`src/rtl/reset_source_pkg.sv`:
```
// constants for the reset source controller: register map, field positions,
// reset values, brown-out trigger table and timing counts.
// assumes a 100 MHz system clock and an 8-bit register port.
package reset_source_pkg;

    // ------------------------------------------------------------
    // clock and timing
    // ------------------------------------------------------------
    localparam int CLOCK_HZ         = 100_000_000;
    localparam int BOOT_OSC_HZ      = 8_000_000;
    localparam int BOOT_PRESCALE    = 8;
    localparam int BOOT_TICKS       = 256;
    localparam int BOOT_MULT        = 'h28;
    localparam int NOISE_FILTER_NS  = 2000;
    localparam int STABLE_MS        = 16;
    localparam int STEP_OSC_CLOCKS  = 5;
    localparam int FILTER_CYCLES    = NOISE_FILTER_NS * (CLOCK_HZ / 1_000_000) / 1000;
    localparam int BOOT_DELAY_CYCLES = int'((longint'(CLOCK_HZ) * BOOT_PRESCALE * BOOT_TICKS
                                       * BOOT_MULT) / BOOT_OSC_HZ);
    localparam int STABLE_CYCLES    = STABLE_MS * (CLOCK_HZ / 1000);
    localparam int STEP_CYCLES      = (STEP_OSC_CLOCKS * CLOCK_HZ + BOOT_OSC_HZ - 1) / BOOT_OSC_HZ;

    // ------------------------------------------------------------
    // register map
    // ------------------------------------------------------------
    localparam logic [7:0] LVI_CONTROL_ADDR   = 8'h86;
    localparam logic [7:0] LVR_CONTROL_ADDR   = 8'hD8;
    localparam logic [7:0] CAUSE_FLAGS_ADDR   = 8'hE8;
    localparam logic [7:0] LVI_CONTROL_RESET  = 8'h00;
    localparam logic [7:0] LVR_CONTROL_RESET  = 8'h00;
    localparam logic [7:0] CAUSE_FLAGS_RESET  = 8'h80;
    localparam logic [7:0] LVR_CONTROL_MASK   = 8'h9F;
    localparam logic [7:0] CAUSE_FLAGS_MASK   = 8'hF8;

    // ------------------------------------------------------------
    // field positions
    // ------------------------------------------------------------
    localparam int POWER_ON_BIT   = 7;
    localparam int PIN_BIT        = 6;
    localparam int WATCHDOG_BIT   = 5;
    localparam int DEBUG_BIT      = 4;
    localparam int LOW_VOLT_BIT   = 3;
    localparam int DISABLE_BIT    = 0;
    localparam int LEVEL_LSB      = 1;
    localparam int LEVEL_COUNT    = 14;

    // brown-out trigger levels in millivolts, indexed by level select
    localparam logic [15:0] BROWNOUT_MV [LEVEL_COUNT] = '{
        16'h0640, 16'h07D0, 16'h0834, 16'h0898, 16'h0910, 16'h0988, 16'h0A1E,
        16'h0ABE, 16'h0B72, 16'h0C44, 16'h0D34, 16'h0E56, 16'h0FA0, 16'h1130};

endpackage : reset_source_pkg

```
`src/rtl/reset_source_controller.sv`:
```
// reset source controller: pin noise filter, power-on boot sequence,
// brown-out reset, cause flags and a small register port.
// assumes all inputs synchronous to clock; option memory word is stable
// whenever the configuration read state is reached.
//
// Behaviour
// - ignore reset pin lows shorter than 2us
// - hold reset while power-on detector active
// - wait osc/8 x 256 x 0x28 before config
// - load option configuration before releasing reset
// - hold reset until 16ms interval timer overflow
// - wait 16ms after pin returns high
// - sequencing step lasts 5 oscillator clocks
// - execution starts at vector address zero
// - brown-out compares supply to selected level
// - power-on flag set by POR, software clears
// - pin flag set by pin, cleared by write only
// - watchdog flag set by overflow, cleared by write/POR
// - debug flag set by debug reset, cleared likewise
// - low-voltage flag set by brown-out, cleared by write only
// - POR sets power-on, clears watchdog and debug
// - POR leaves pin/low-voltage flags to their own sources
// - other resets set only their own flag
// - five reset sources with enable conditions
// - brown-out active when disable bit zero
`timescale 1ns/1ps
module reset_source_controller
    import reset_source_pkg::*;
#(
    parameter int filter_cycles     = reset_source_pkg::FILTER_CYCLES,
    parameter int boot_delay_cycles = reset_source_pkg::BOOT_DELAY_CYCLES,
    parameter int stable_cycles     = reset_source_pkg::STABLE_CYCLES,
    parameter int step_cycles       = reset_source_pkg::STEP_CYCLES
) (
    input  wire logic        clock,
    input  wire logic        sys_rst,
    input  wire logic        reset_pin_n,
    input  wire logic        por_detect,
    input  wire logic        watchdog_overflow,
    input  wire logic        watchdog_enable,
    input  wire logic        debug_reset_req,
    input  wire logic [15:0] supply_mv,
    input  wire logic [7:0]  option_word,
    input  wire logic [7:0]  reg_addr,
    input  wire logic [7:0]  reg_wdata,
    input  wire logic        reg_write,
    input  wire logic        reg_read,
    output logic      [7:0]  reg_rdata,
    output logic             core_reset,
    output logic      [7:0]  config_value,
    output logic      [15:0] reset_vector
);
    import reset_source_pkg::*;

    // ------------------------------------------------------------
    // elaboration checks
    // ------------------------------------------------------------
    // the timer is 24 bits and the pin counter 16, so longer counts cannot be served
    if (filter_cycles < 2 || filter_cycles > 65535) begin : filter_range_check
        $error("reset_source_controller: filter_cycles out of range");
    end
    if (boot_delay_cycles < 1 || boot_delay_cycles > 16_000_000) begin : boot_range_check
        $error("reset_source_controller: boot_delay_cycles out of range");
    end
    if (stable_cycles < 1 || stable_cycles > 16_000_000) begin : stable_range_check
        $error("reset_source_controller: stable_cycles out of range");
    end
    if (step_cycles < 1 || step_cycles > 16_000_000) begin : step_range_check
        $error("reset_source_controller: step_cycles out of range");
    end

    typedef enum logic [2:0] {
        st_por_hold, st_boot_delay, st_config_read, st_source_hold,
        st_stabilize, st_step, st_run
    } seq_state_type;

    // ------------------------------------------------------------
    // state
    // ------------------------------------------------------------
    seq_state_type state_reg, state_next;
    logic [23:0]   timer_reg, timer_next;
    logic [15:0]   pin_low_count_reg, pin_low_count_next;
    logic [7:0]    cause_flags_reg, cause_flags_next;
    logic [7:0]    lvr_control_reg, lvr_control_next;
    logic [7:0]    lvi_control_reg, lvi_control_next;
    logic [7:0]    config_value_reg;
    logic [7:0]    reg_rdata_reg, reg_rdata_next;
    logic          core_reset_reg;

    // ------------------------------------------------------------
    // reset pin noise filter
    // ------------------------------------------------------------
    // the count saturates, so a long hold keeps the source asserted
    wire pin_low_full = (pin_low_count_reg == 16'(filter_cycles));
    wire pin_event    = !reset_pin_n && (pin_low_count_reg == 16'(filter_cycles - 1));
    wire pin_held     = !reset_pin_n && (pin_event || pin_low_full);
    assign pin_low_count_next = reset_pin_n  ? 16'h0000 :
                                pin_low_full ? pin_low_count_reg :
                                16'(pin_low_count_reg + 16'h0001);

    // ------------------------------------------------------------
    // reset sources
    // ------------------------------------------------------------
    wire       brownout_disable      = lvr_control_reg[DISABLE_BIT];
    wire [3:0] brownout_level_select = lvr_control_reg[LEVEL_LSB +: 4];
    // codes 14 and 15 have no level; the comparator never trips on them
    wire       level_valid  = (brownout_level_select < 4'(LEVEL_COUNT));
    wire [15:0] level_mv    = level_valid ? BROWNOUT_MV[brownout_level_select] : 16'h0000;
    wire       supply_below = level_valid && (supply_mv < level_mv);
    wire       lvr_active   = !brownout_disable && supply_below;
    wire       wdt_event    = watchdog_overflow && watchdog_enable;
    wire       any_source   = pin_held || lvr_active || wdt_event || debug_reset_req;

    // ------------------------------------------------------------
    // sequencer
    // ------------------------------------------------------------
    wire boot_done   = (timer_reg == 24'(boot_delay_cycles - 1));
    wire stable_done = (timer_reg == 24'(stable_cycles - 1));
    wire step_done   = (timer_reg == 24'(step_cycles - 1));

    always_comb begin
        state_next = state_reg;
        case (state_reg)
            st_por_hold:    if (!por_detect) state_next = st_boot_delay;
            st_boot_delay:  if (boot_done) state_next = st_config_read;
            st_config_read: state_next = st_stabilize;
            st_source_hold: if (!pin_held && !lvr_active) state_next = st_stabilize;
            st_stabilize: begin
                if (any_source) state_next = st_source_hold;
                else if (stable_done) state_next = st_step;
            end
            st_step: begin
                if (any_source) state_next = st_source_hold;
                else if (step_done) state_next = st_run;
            end
            st_run:         if (any_source) state_next = st_source_hold;
            default:        state_next = st_por_hold;
        endcase
        if (por_detect) begin
            state_next = st_por_hold;
        end
    end

    assign timer_next = (state_next != state_reg) ? 24'h000000 : 24'(timer_reg + 24'h000001);

    // ------------------------------------------------------------
    // register port decode
    // ------------------------------------------------------------
    wire sel_flags = (reg_addr == CAUSE_FLAGS_ADDR);
    wire sel_lvr   = (reg_addr == LVR_CONTROL_ADDR);
    wire sel_lvi   = (reg_addr == LVI_CONTROL_ADDR);
    wire wr_flags  = reg_write && sel_flags;
    wire wr_lvr    = reg_write && sel_lvr;
    wire wr_lvi    = reg_write && sel_lvi;

    // a written zero clears a flag, a written one leaves it alone
    wire [7:0] flag_clear = wr_flags ? ~reg_wdata : 8'h00;
    wire [7:0] flag_set   = {1'b0, pin_event, wdt_event, debug_reset_req, lvr_active, 3'b000};

    // set wins over a same-cycle software clear
    assign cause_flags_next = por_detect ?
        ((cause_flags_reg & ~flag_clear & 8'h48) | flag_set | CAUSE_FLAGS_RESET) :
        (((cause_flags_reg & ~flag_clear) | flag_set) & CAUSE_FLAGS_MASK);

    // level select is cleared by power-on, kept by every other reset
    assign lvr_control_next = por_detect ? LVR_CONTROL_RESET :
                              wr_lvr ? (reg_wdata & LVR_CONTROL_MASK) : lvr_control_reg;
    assign lvi_control_next = wr_lvi ? reg_wdata : lvi_control_reg;

    wire [7:0] read_mux = sel_flags ? cause_flags_reg :
                          sel_lvr   ? lvr_control_reg :
                          sel_lvi   ? lvi_control_reg : 8'h00;
    assign reg_rdata_next = reg_read ? read_mux : 8'h00;

    // ------------------------------------------------------------
    // flip-flops
    // ------------------------------------------------------------
    always_ff @(posedge clock) begin
        if (sys_rst) begin
            state_reg         <= st_por_hold;
            timer_reg         <= 24'h000000;
            pin_low_count_reg <= 16'h0000;
            core_reset_reg    <= 1'b1;
        end else begin
            state_reg         <= state_next;
            timer_reg         <= timer_next;
            pin_low_count_reg <= pin_low_count_next;
            core_reset_reg    <= (state_next != st_run);
        end
    end

    always_ff @(posedge clock) begin
        if (sys_rst) begin
            cause_flags_reg <= CAUSE_FLAGS_RESET;
            lvr_control_reg <= LVR_CONTROL_RESET;
            lvi_control_reg <= LVI_CONTROL_RESET;
            reg_rdata_reg   <= 8'h00;
        end else begin
            cause_flags_reg <= cause_flags_next;
            lvr_control_reg <= lvr_control_next;
            lvi_control_reg <= lvi_control_next;
            reg_rdata_reg   <= reg_rdata_next;
        end
    end

    always_ff @(posedge clock) begin
        if (sys_rst) begin
            config_value_reg <= 8'h00;
        end else if (state_reg == st_config_read) begin
            config_value_reg <= option_word;
        end
    end

    assign reg_rdata    = reg_rdata_reg;
    assign core_reset   = core_reset_reg;
    assign config_value = config_value_reg;
    assign reset_vector = 16'h0000;
endmodule : reset_source_controller

```
`config.mk`:
```
export PLATFORM = sky130hd
export DESIGN_NAME = reset_source_controller
export DESIGN_NICKNAME = d
export VERILOG_FILES = /design/src/rtl/reset_source_pkg.sv /design/src/rtl/reset_source_controller.sv
export SDC_FILE = /design/constraint.sdc
export NUM_CORES = 1
export LEC_CHECK = 0
export ABC_AREA = 1
export BUFFER_PORTS_ARGS = -buffer_cell sky130_fd_sc_hd__buf_2
export CAP_MARGIN = 20
export CORE_MARGIN = 1
export CORE_UTILIZATION = 45
export DETAILED_ROUTE_END_ITERATION = 10
export PLACE_DENSITY = 0.67
export SYNTH_ARGS = -nofsm -noshare
export SYNTH_HDL_FRONTEND = slang
export SYNTH_SLANG_ARGS = --single-unit
```
`constraint.sdc`:
```
create_clock -name clock -period 4.9 [get_ports clock]
set_input_delay 0 -clock clock [delete_from_list [all_inputs] [get_ports clock]]
set_output_delay 0 -clock clock [all_outputs]
set_load 0.1 [all_outputs]
```
# Word-level counts from Yosys, hierarchy flattened
# Memories as Yosys holds them, arrays and structs flattened.
# Cells that the tools add are included.
[word_totals]
register_bits = 82
memories = 1
out_inout_bits = 33
mem_bits_ro = 256
word_cells = 81
[memory_table]
columns = ["name", "words", "width", "read_ports", "rd_ports_with_merged_regs", "wr", "line_no", "text"]
rows = [
  ["(no name shown)", 16, 16, 1, 0, 0, "reset_source_controller.sv:108", "wire [15:0] level_mv = level_valid ? BROWNOUT_MV[brownout_level_select] : 16'h0000;"],
]
[classes]
reduce_logical = 23
add_sub_neg = 2
bitwise = 8
n_eq_ne = 16
mux = 17
magnitude_cmp = 3
[ops]
columns = ["operator", "count"]
rows = [
  ["$mux 16", 3],
  ["$eq 16x8->1 const B", 2],
  ["$mux 8", 4],
  ["$add 24x1->24 const B", 1],
  ["$eq 24x20->1 const B", 1],
  ["$eq 24x21->1 const B", 1],
  ["$eq 24x6->1 const B", 1],
  ["$eq 8x8->1 const B", 3],
  ["$mux 3", 8],
  ["$pmux 3 s7", 1],
  ["$add 16x1->16 const B", 1],
  ["$lt 16x16->1", 1],
  ["$not 8->8", 2],
  ["$reduce_or 2->1", 5],
  ["$eq 3x3->1 const B", 3],
  ["$logic_and 1x1->1", 9],
  ["$and 8x8->8", 1],
  ["$or 8x7->8", 1],
  ["$mux 7", 1],
  ["$or 7x7->7", 1],
  ["$eq 3x2->1 const B", 2],
  ["$ge 5x5->1 const B", 1],
  ["$not 4->5", 1],
  ["$logic_not 1->1", 4],
  ["7 further kinds", 11],
]

# Longest topological paths before layout
[depth]
ltp_word = 16
ltp_mapped = 25

# Worst setup path after synthesis
# Ideal clock, no wire load.
[synth_timing]
path_type = "register to register"
start = "reg lvr_control_reg[2]"
end = "reg timer_reg[9]"
setup_time_ns = 0.062
slack_ns = 2.079
stages_incl_launch_ff = 25
arrival_ns = 2.759
required_time_ns = 4.838
synth_period_minus_slack_ns = 2.821
cell_sequence = "dfxtp_1 inv_1 ha_1 nor2_1 inv_1 nor2_1 nand2_1 nand3_1 ha_1 a21oi_1 nor2_1 nor3_1 nand2_1 nand2_1 nand4_2 nand3_1 nand2_1 nand3_1 nand2_1 nand2_1 nand2_1 nor2_2 nand2_2 buf_6 nor2_2"
[synth_via]
elab_chain_cells = 16
elab_cells_between_ends = 22
cone_classes = "order compare (2); eq/ne (1); mux (9); bitwise (1); reduce/logical (8); memory (1)"
[synth_lines]
columns = ["item", "line_no", "text"]
rows = [
  ["from (decl)", "reset_source_controller.sv:84", "logic [7:0] lvr_control_reg, lvr_control_next;"],
  ["from (signal assigned)", "reset_source_controller.sv:200", "lvr_control_reg <= lvr_control_next;"],
  ["$not 4->5 (implied by the code)", "reset_source_controller.sv:108", ""],
  ["$mem_v2 16x16", "n/a", ""],
  ["$mux 16 (implied by the code) (2 in a row)", "reset_source_controller.sv:108", ""],
  ["$mux 16", "reset_source_controller.sv:108", ""],
  ["$lt 16x16->1", "reset_source_controller.sv:109", "wire supply_below = level_valid && (supply_mv < level_mv);"],
  ["$logic_and 1x1->1 *", "reset_source_controller.sv:109", ""],
  ["$logic_and 1x1->1 *", "reset_source_controller.sv:110", "wire lvr_active = !brownout_disable && supply_below;"],
  ["$logic_or 1x1->1 (3 in a row)", "reset_source_controller.sv:112", "wire any_source = pin_held || lvr_active || wdt_event || debug_reset_req;"],
  ["$mux 3 (on tied branches)", "reset_source_controller.sv:136, reset_source_controller.sv:129, reset_source_controller.sv:133", ""],
  ["$pmux 3 s7 *", "reset_source_controller.sv:123", "case (state_reg)"],
  ["$mux 3 *", "reset_source_controller.sv:139", "if (por_detect) begin"],
  ["$ne 3x3->1 *", "reset_source_controller.sv:144", "assign timer_next = (state_next != state_reg) ? 24'h000000 : 24'(timer_reg + 24'h000001);"],
  ["$reduce_or 2->1 (no source line) *", "n/a", ""],
  ["to (signal assigned)", "reset_source_controller.sv:186", "timer_reg <= timer_next;"],
  ["to (decl)", "reset_source_controller.sv:81", "logic [23:0] timer_reg, timer_next;"],
]
# Every way passes the cells marked *; elsewhere a longest branch is shown, timed or not. The select of a mux whose other input is x is not followed.
# A chain may end at the register's enable or synchronous reset.

# Worst setup path in the final report
[layout_timing]
start = "reg lvr_control_reg[4]"
end = "reg timer_reg[3]"
# The elaborated chain is that of the path after synthesis.

==> out/qor.yml <==
setup_path:
  cp.buffers_inverters: 1
  cp_max_fo: 24
  reg2regPathDepth: 17
  crit_top_cell: "nand2_1"
  reg2reg_slack_ps: 1240
  reg2reg_to: "timer_reg[3]$_SDFF_PP0_"
  crit_family: "simple AND/OR/NAND/NOR gates"
  cp-start-kind: "register"
  endpoint_kind: "register"
  critical_path_arrival_ps: 3940
  critPathSlowestCell: "dfxtp_1"
  max_stage_delay_ps: 570
  r2r_start: "lvr_control_reg[4]$_SDFFE_PP0P_"
  crit_chain: "clkinv_1 -> nor3_1 -> nand3b_1 -> ha_1 -> a21oi_1 -> o21ai_0 -> a21oi_1 -> nand4_2 -> nand3_1 -> nand2_1 -> nand3_1 -> nand2_1 -> nand2_1 -> nand2_1 -> nor2_2 -> nand2_2 -> nor2_2"
  critPathRequiredTime_ps: 5180
  path_class: "reg -> reg"
grt:
  grt-ovfl-total: 0
  grt_pass1_vias: 4018
  antenna_found_initial: 0
  grt_max_degree: 25
  grt_pass1_wl_um: 16740
  grt_use_total_pct: 20.74
finish:
  largest_register_ffs: 24
  syn_to_final_growth_pct: 21.30
  nNetsFinal: 760
  final_layout_size_suffix_gt1_share_pct: 16.76
  diodes: 0
sta:
  slew_headroom_pct: 42.77
  tightest_slew_ps: 851.9
  rsz0062_at_grt: "no"
  skew_ps: 21.74
  setup_viol: 0
  post-route-period-util_pct: 74.78
  finalHoldViolations: 0
  period_needed_ps: 3664
  fmax_ghz: 0.2729
  drv_slew: 0
  worst_slack_ps: 1236
  fin_setup_tns_ps: 0
detailed_routing:
  drtIter0Drc: 153
  dr.pass1.iters: 4
  wl_um: 9681
  post_drt_via_cell_ratio: 5.007
  via_count: 4111
  drc: 0
  ant_nets: 0
  wl_per_cell_um: 11.79
power:
  power_density_nw_per_um2: 251.9
  ir_drop_v: 0.0001189
  p_leak_nw: 2.184
clocking:
  cts_tree: "done"
  postCtsSetupRepairBufs: 0
  ctsHtreeMaxLevel: 3
  cts_root_buffer: "clkbuf_8"
  clk_path_buf_depth: 2
  cts_sinks: 79
  numCtsBuffers: 9
  insertion_delay_ps: 360
  clk_pin_slew_ps: 90
floorplanning:
  dieArea_sq_um: 10030
  initial_core_util_pct: 46.70
  ios: 82
  core_area_sq_um: 9284
  rows: 35
  die_y_um: 100.2
  dieWidth_um: 100.2
synthesis:
  dominantRegCellSynth: "dfxtp_1"
  synth_xor_area_share_pct: 3.636
  ys_ff_latch: 79
  synth_edf_count: 0
  synthMuxAreaShare_pct: 0
  synth_top_area_share_pct: 36.48
  yosys-top-cells-count: "nand2_1, dfxtp_1, inv_1"
  synth_top_family_by_area: "simple AND/OR/NAND/NOR gates"
  synth-compound-area-share_pct: 12.76
  synth.area.top_cells: "dfxtp_1, nand2_1, ha_1"
  yosys.area_share.simple_pct: 29.29
  synth_area_sq_um: 4335
  seq_area_frac_synth_pct: 36.48
  yosys.cell_types.count: 44
  syn_avg_cell_area_sq_um: 7.348
  synthArstFlopShare_pct: 0
  yosys_warnings: 0
  synthAdderAreaFrac_pct: 6.926
  synth.most_common_cell: "nand2_1"
  postSynthCellCount: 590
  synth_area_leader_cell: "dfxtp_1"
placed_design:
  post-place-ws_ps: 1247
  dp_hpwl_um: 7035
  place.port_buffers: 64
  place_congestion: 0.8957
min_path:
  min_path_type: "in -> reg"
  holdPathEnd: "reg_rdata[3]$_SDFF_PP0_"
  hold_depth: 5
  worst_hold_startpoint: "reg_read"
run:
  drv_cap: 0
status:
  status: "completed"
worst reg2reg max path: cells and delay by family (launching register included):
family | cells | cell delay (ps)
buf+inv | 1 | 370
fa+ha+maj | 1 | 260
simple gates | 12 | 1950
compound gates | 3 | 460
flops | 1 | 570
layer usage:
metal	vias to the layer above	track usage [%]	share of wire, %
met5	-	0	0
met3	14	3.621	4.8
met1	1882	23.43	44
li1	2109	-	-
met4	0	8.584	1.4
met2	106	38.30	50
how the worst max path moves through the flow:
stage / start / endpoint / slack (ps) / depth (start not counted)
floorplan: lvr_control_reg[2]$_SDFFE_PP0P_ / timer_reg[9]$_SDFF_PP0_ / 2080 / 24
global placement: lvr_control_reg[2]$_SDFFE_PP0P_ / timer_reg[0]$_SDFF_PP0_ / 1300 / 23
detailed placement: lvr_control_reg[2]$_SDFFE_PP0P_ / timer_reg[3]$_SDFF_PP0_ / 1250 / 23
CTS: lvr_control_reg[2]$_SDFFE_PP0P_ / timer_reg[3]$_SDFF_PP0_ / 1240 / 23
global route: lvr_control_reg[2]$_SDFFE_PP0P_ / timer_reg[23]$_SDFF_PP0_ / 830 / 23
finish: lvr_control_reg[4]$_SDFFE_PP0P_ / timer_reg[3]$_SDFF_PP0_ / 1240 / 17
repair_timing:
action	CTS	global route
endpoints found under the hold margin	29	0
gates resized for setup	0	0
hold buffers	35	0
stage by stage:
step / util (%) / instances / cell area [sq um] / hold WS (ps) / total power [mW]
floorplan: - / 605 / 4392 / 110.5 / 0.7644
global placement: 50.51 / 770 / 4690 / 222.6 / 0.7813
detailed placement: 50.51 / 770 / 4690 / 234.7 / 0.7842
CTS: 56.64 / 821 / 5259 / 64.15 / 1.337
global route: 56.64 / 821 / 5259 / 114.6 / 1.371
finish: 56.64 / 821 / 5259 / 83.11 / 1.325
kinds of logic after synthesis:
kind of cell	after synthesis
adders and majority gates	24
and+or+nand+nor	266
AOI/OAI and AO/OA	98
buffers and inverters	104
xor gates and xnor gates	18
other	1
DFF	79
placed cells by master (no fill, tap or decap), drive strengths merged, types with 16 or more instances in the layout:
| cell | synthesis | layout |
|---|---|---|
| dfxtp | 79 | 79 |
| o21ai | 40 | 40 |
| ha | 24 | 24 |
| inv | 75 | 77 |
| nand3 | 37 | 37 |
| nand2 | 95 | 95 |
| conb | 1 | 16 |
| nor3 | 24 | 24 |
| nor2 | 84 | 84 |
| dlygate4sd3 | 0 | 35 |
| buf | 21 | 64 |
| a21oi | 38 | 38 |
power breakdown:
group	internal, mW	switching, mW
Clock	0.291	0.249
Sequential	0.645	0.00359
Combinational	0.0391	0.0968
Total	0.975	0.349
cell type report:
type	count	area, sq um
tap	129	161.4
sequential	79	1582
multi-input combinational	422	2341
timing repair buffer	99	670.6
fill	887	4025
clock inverter	6	91.34
inverter	76	285.3
clock buffer	10	127.6
No activity file was read; power rests on OpenSTA's default activity.
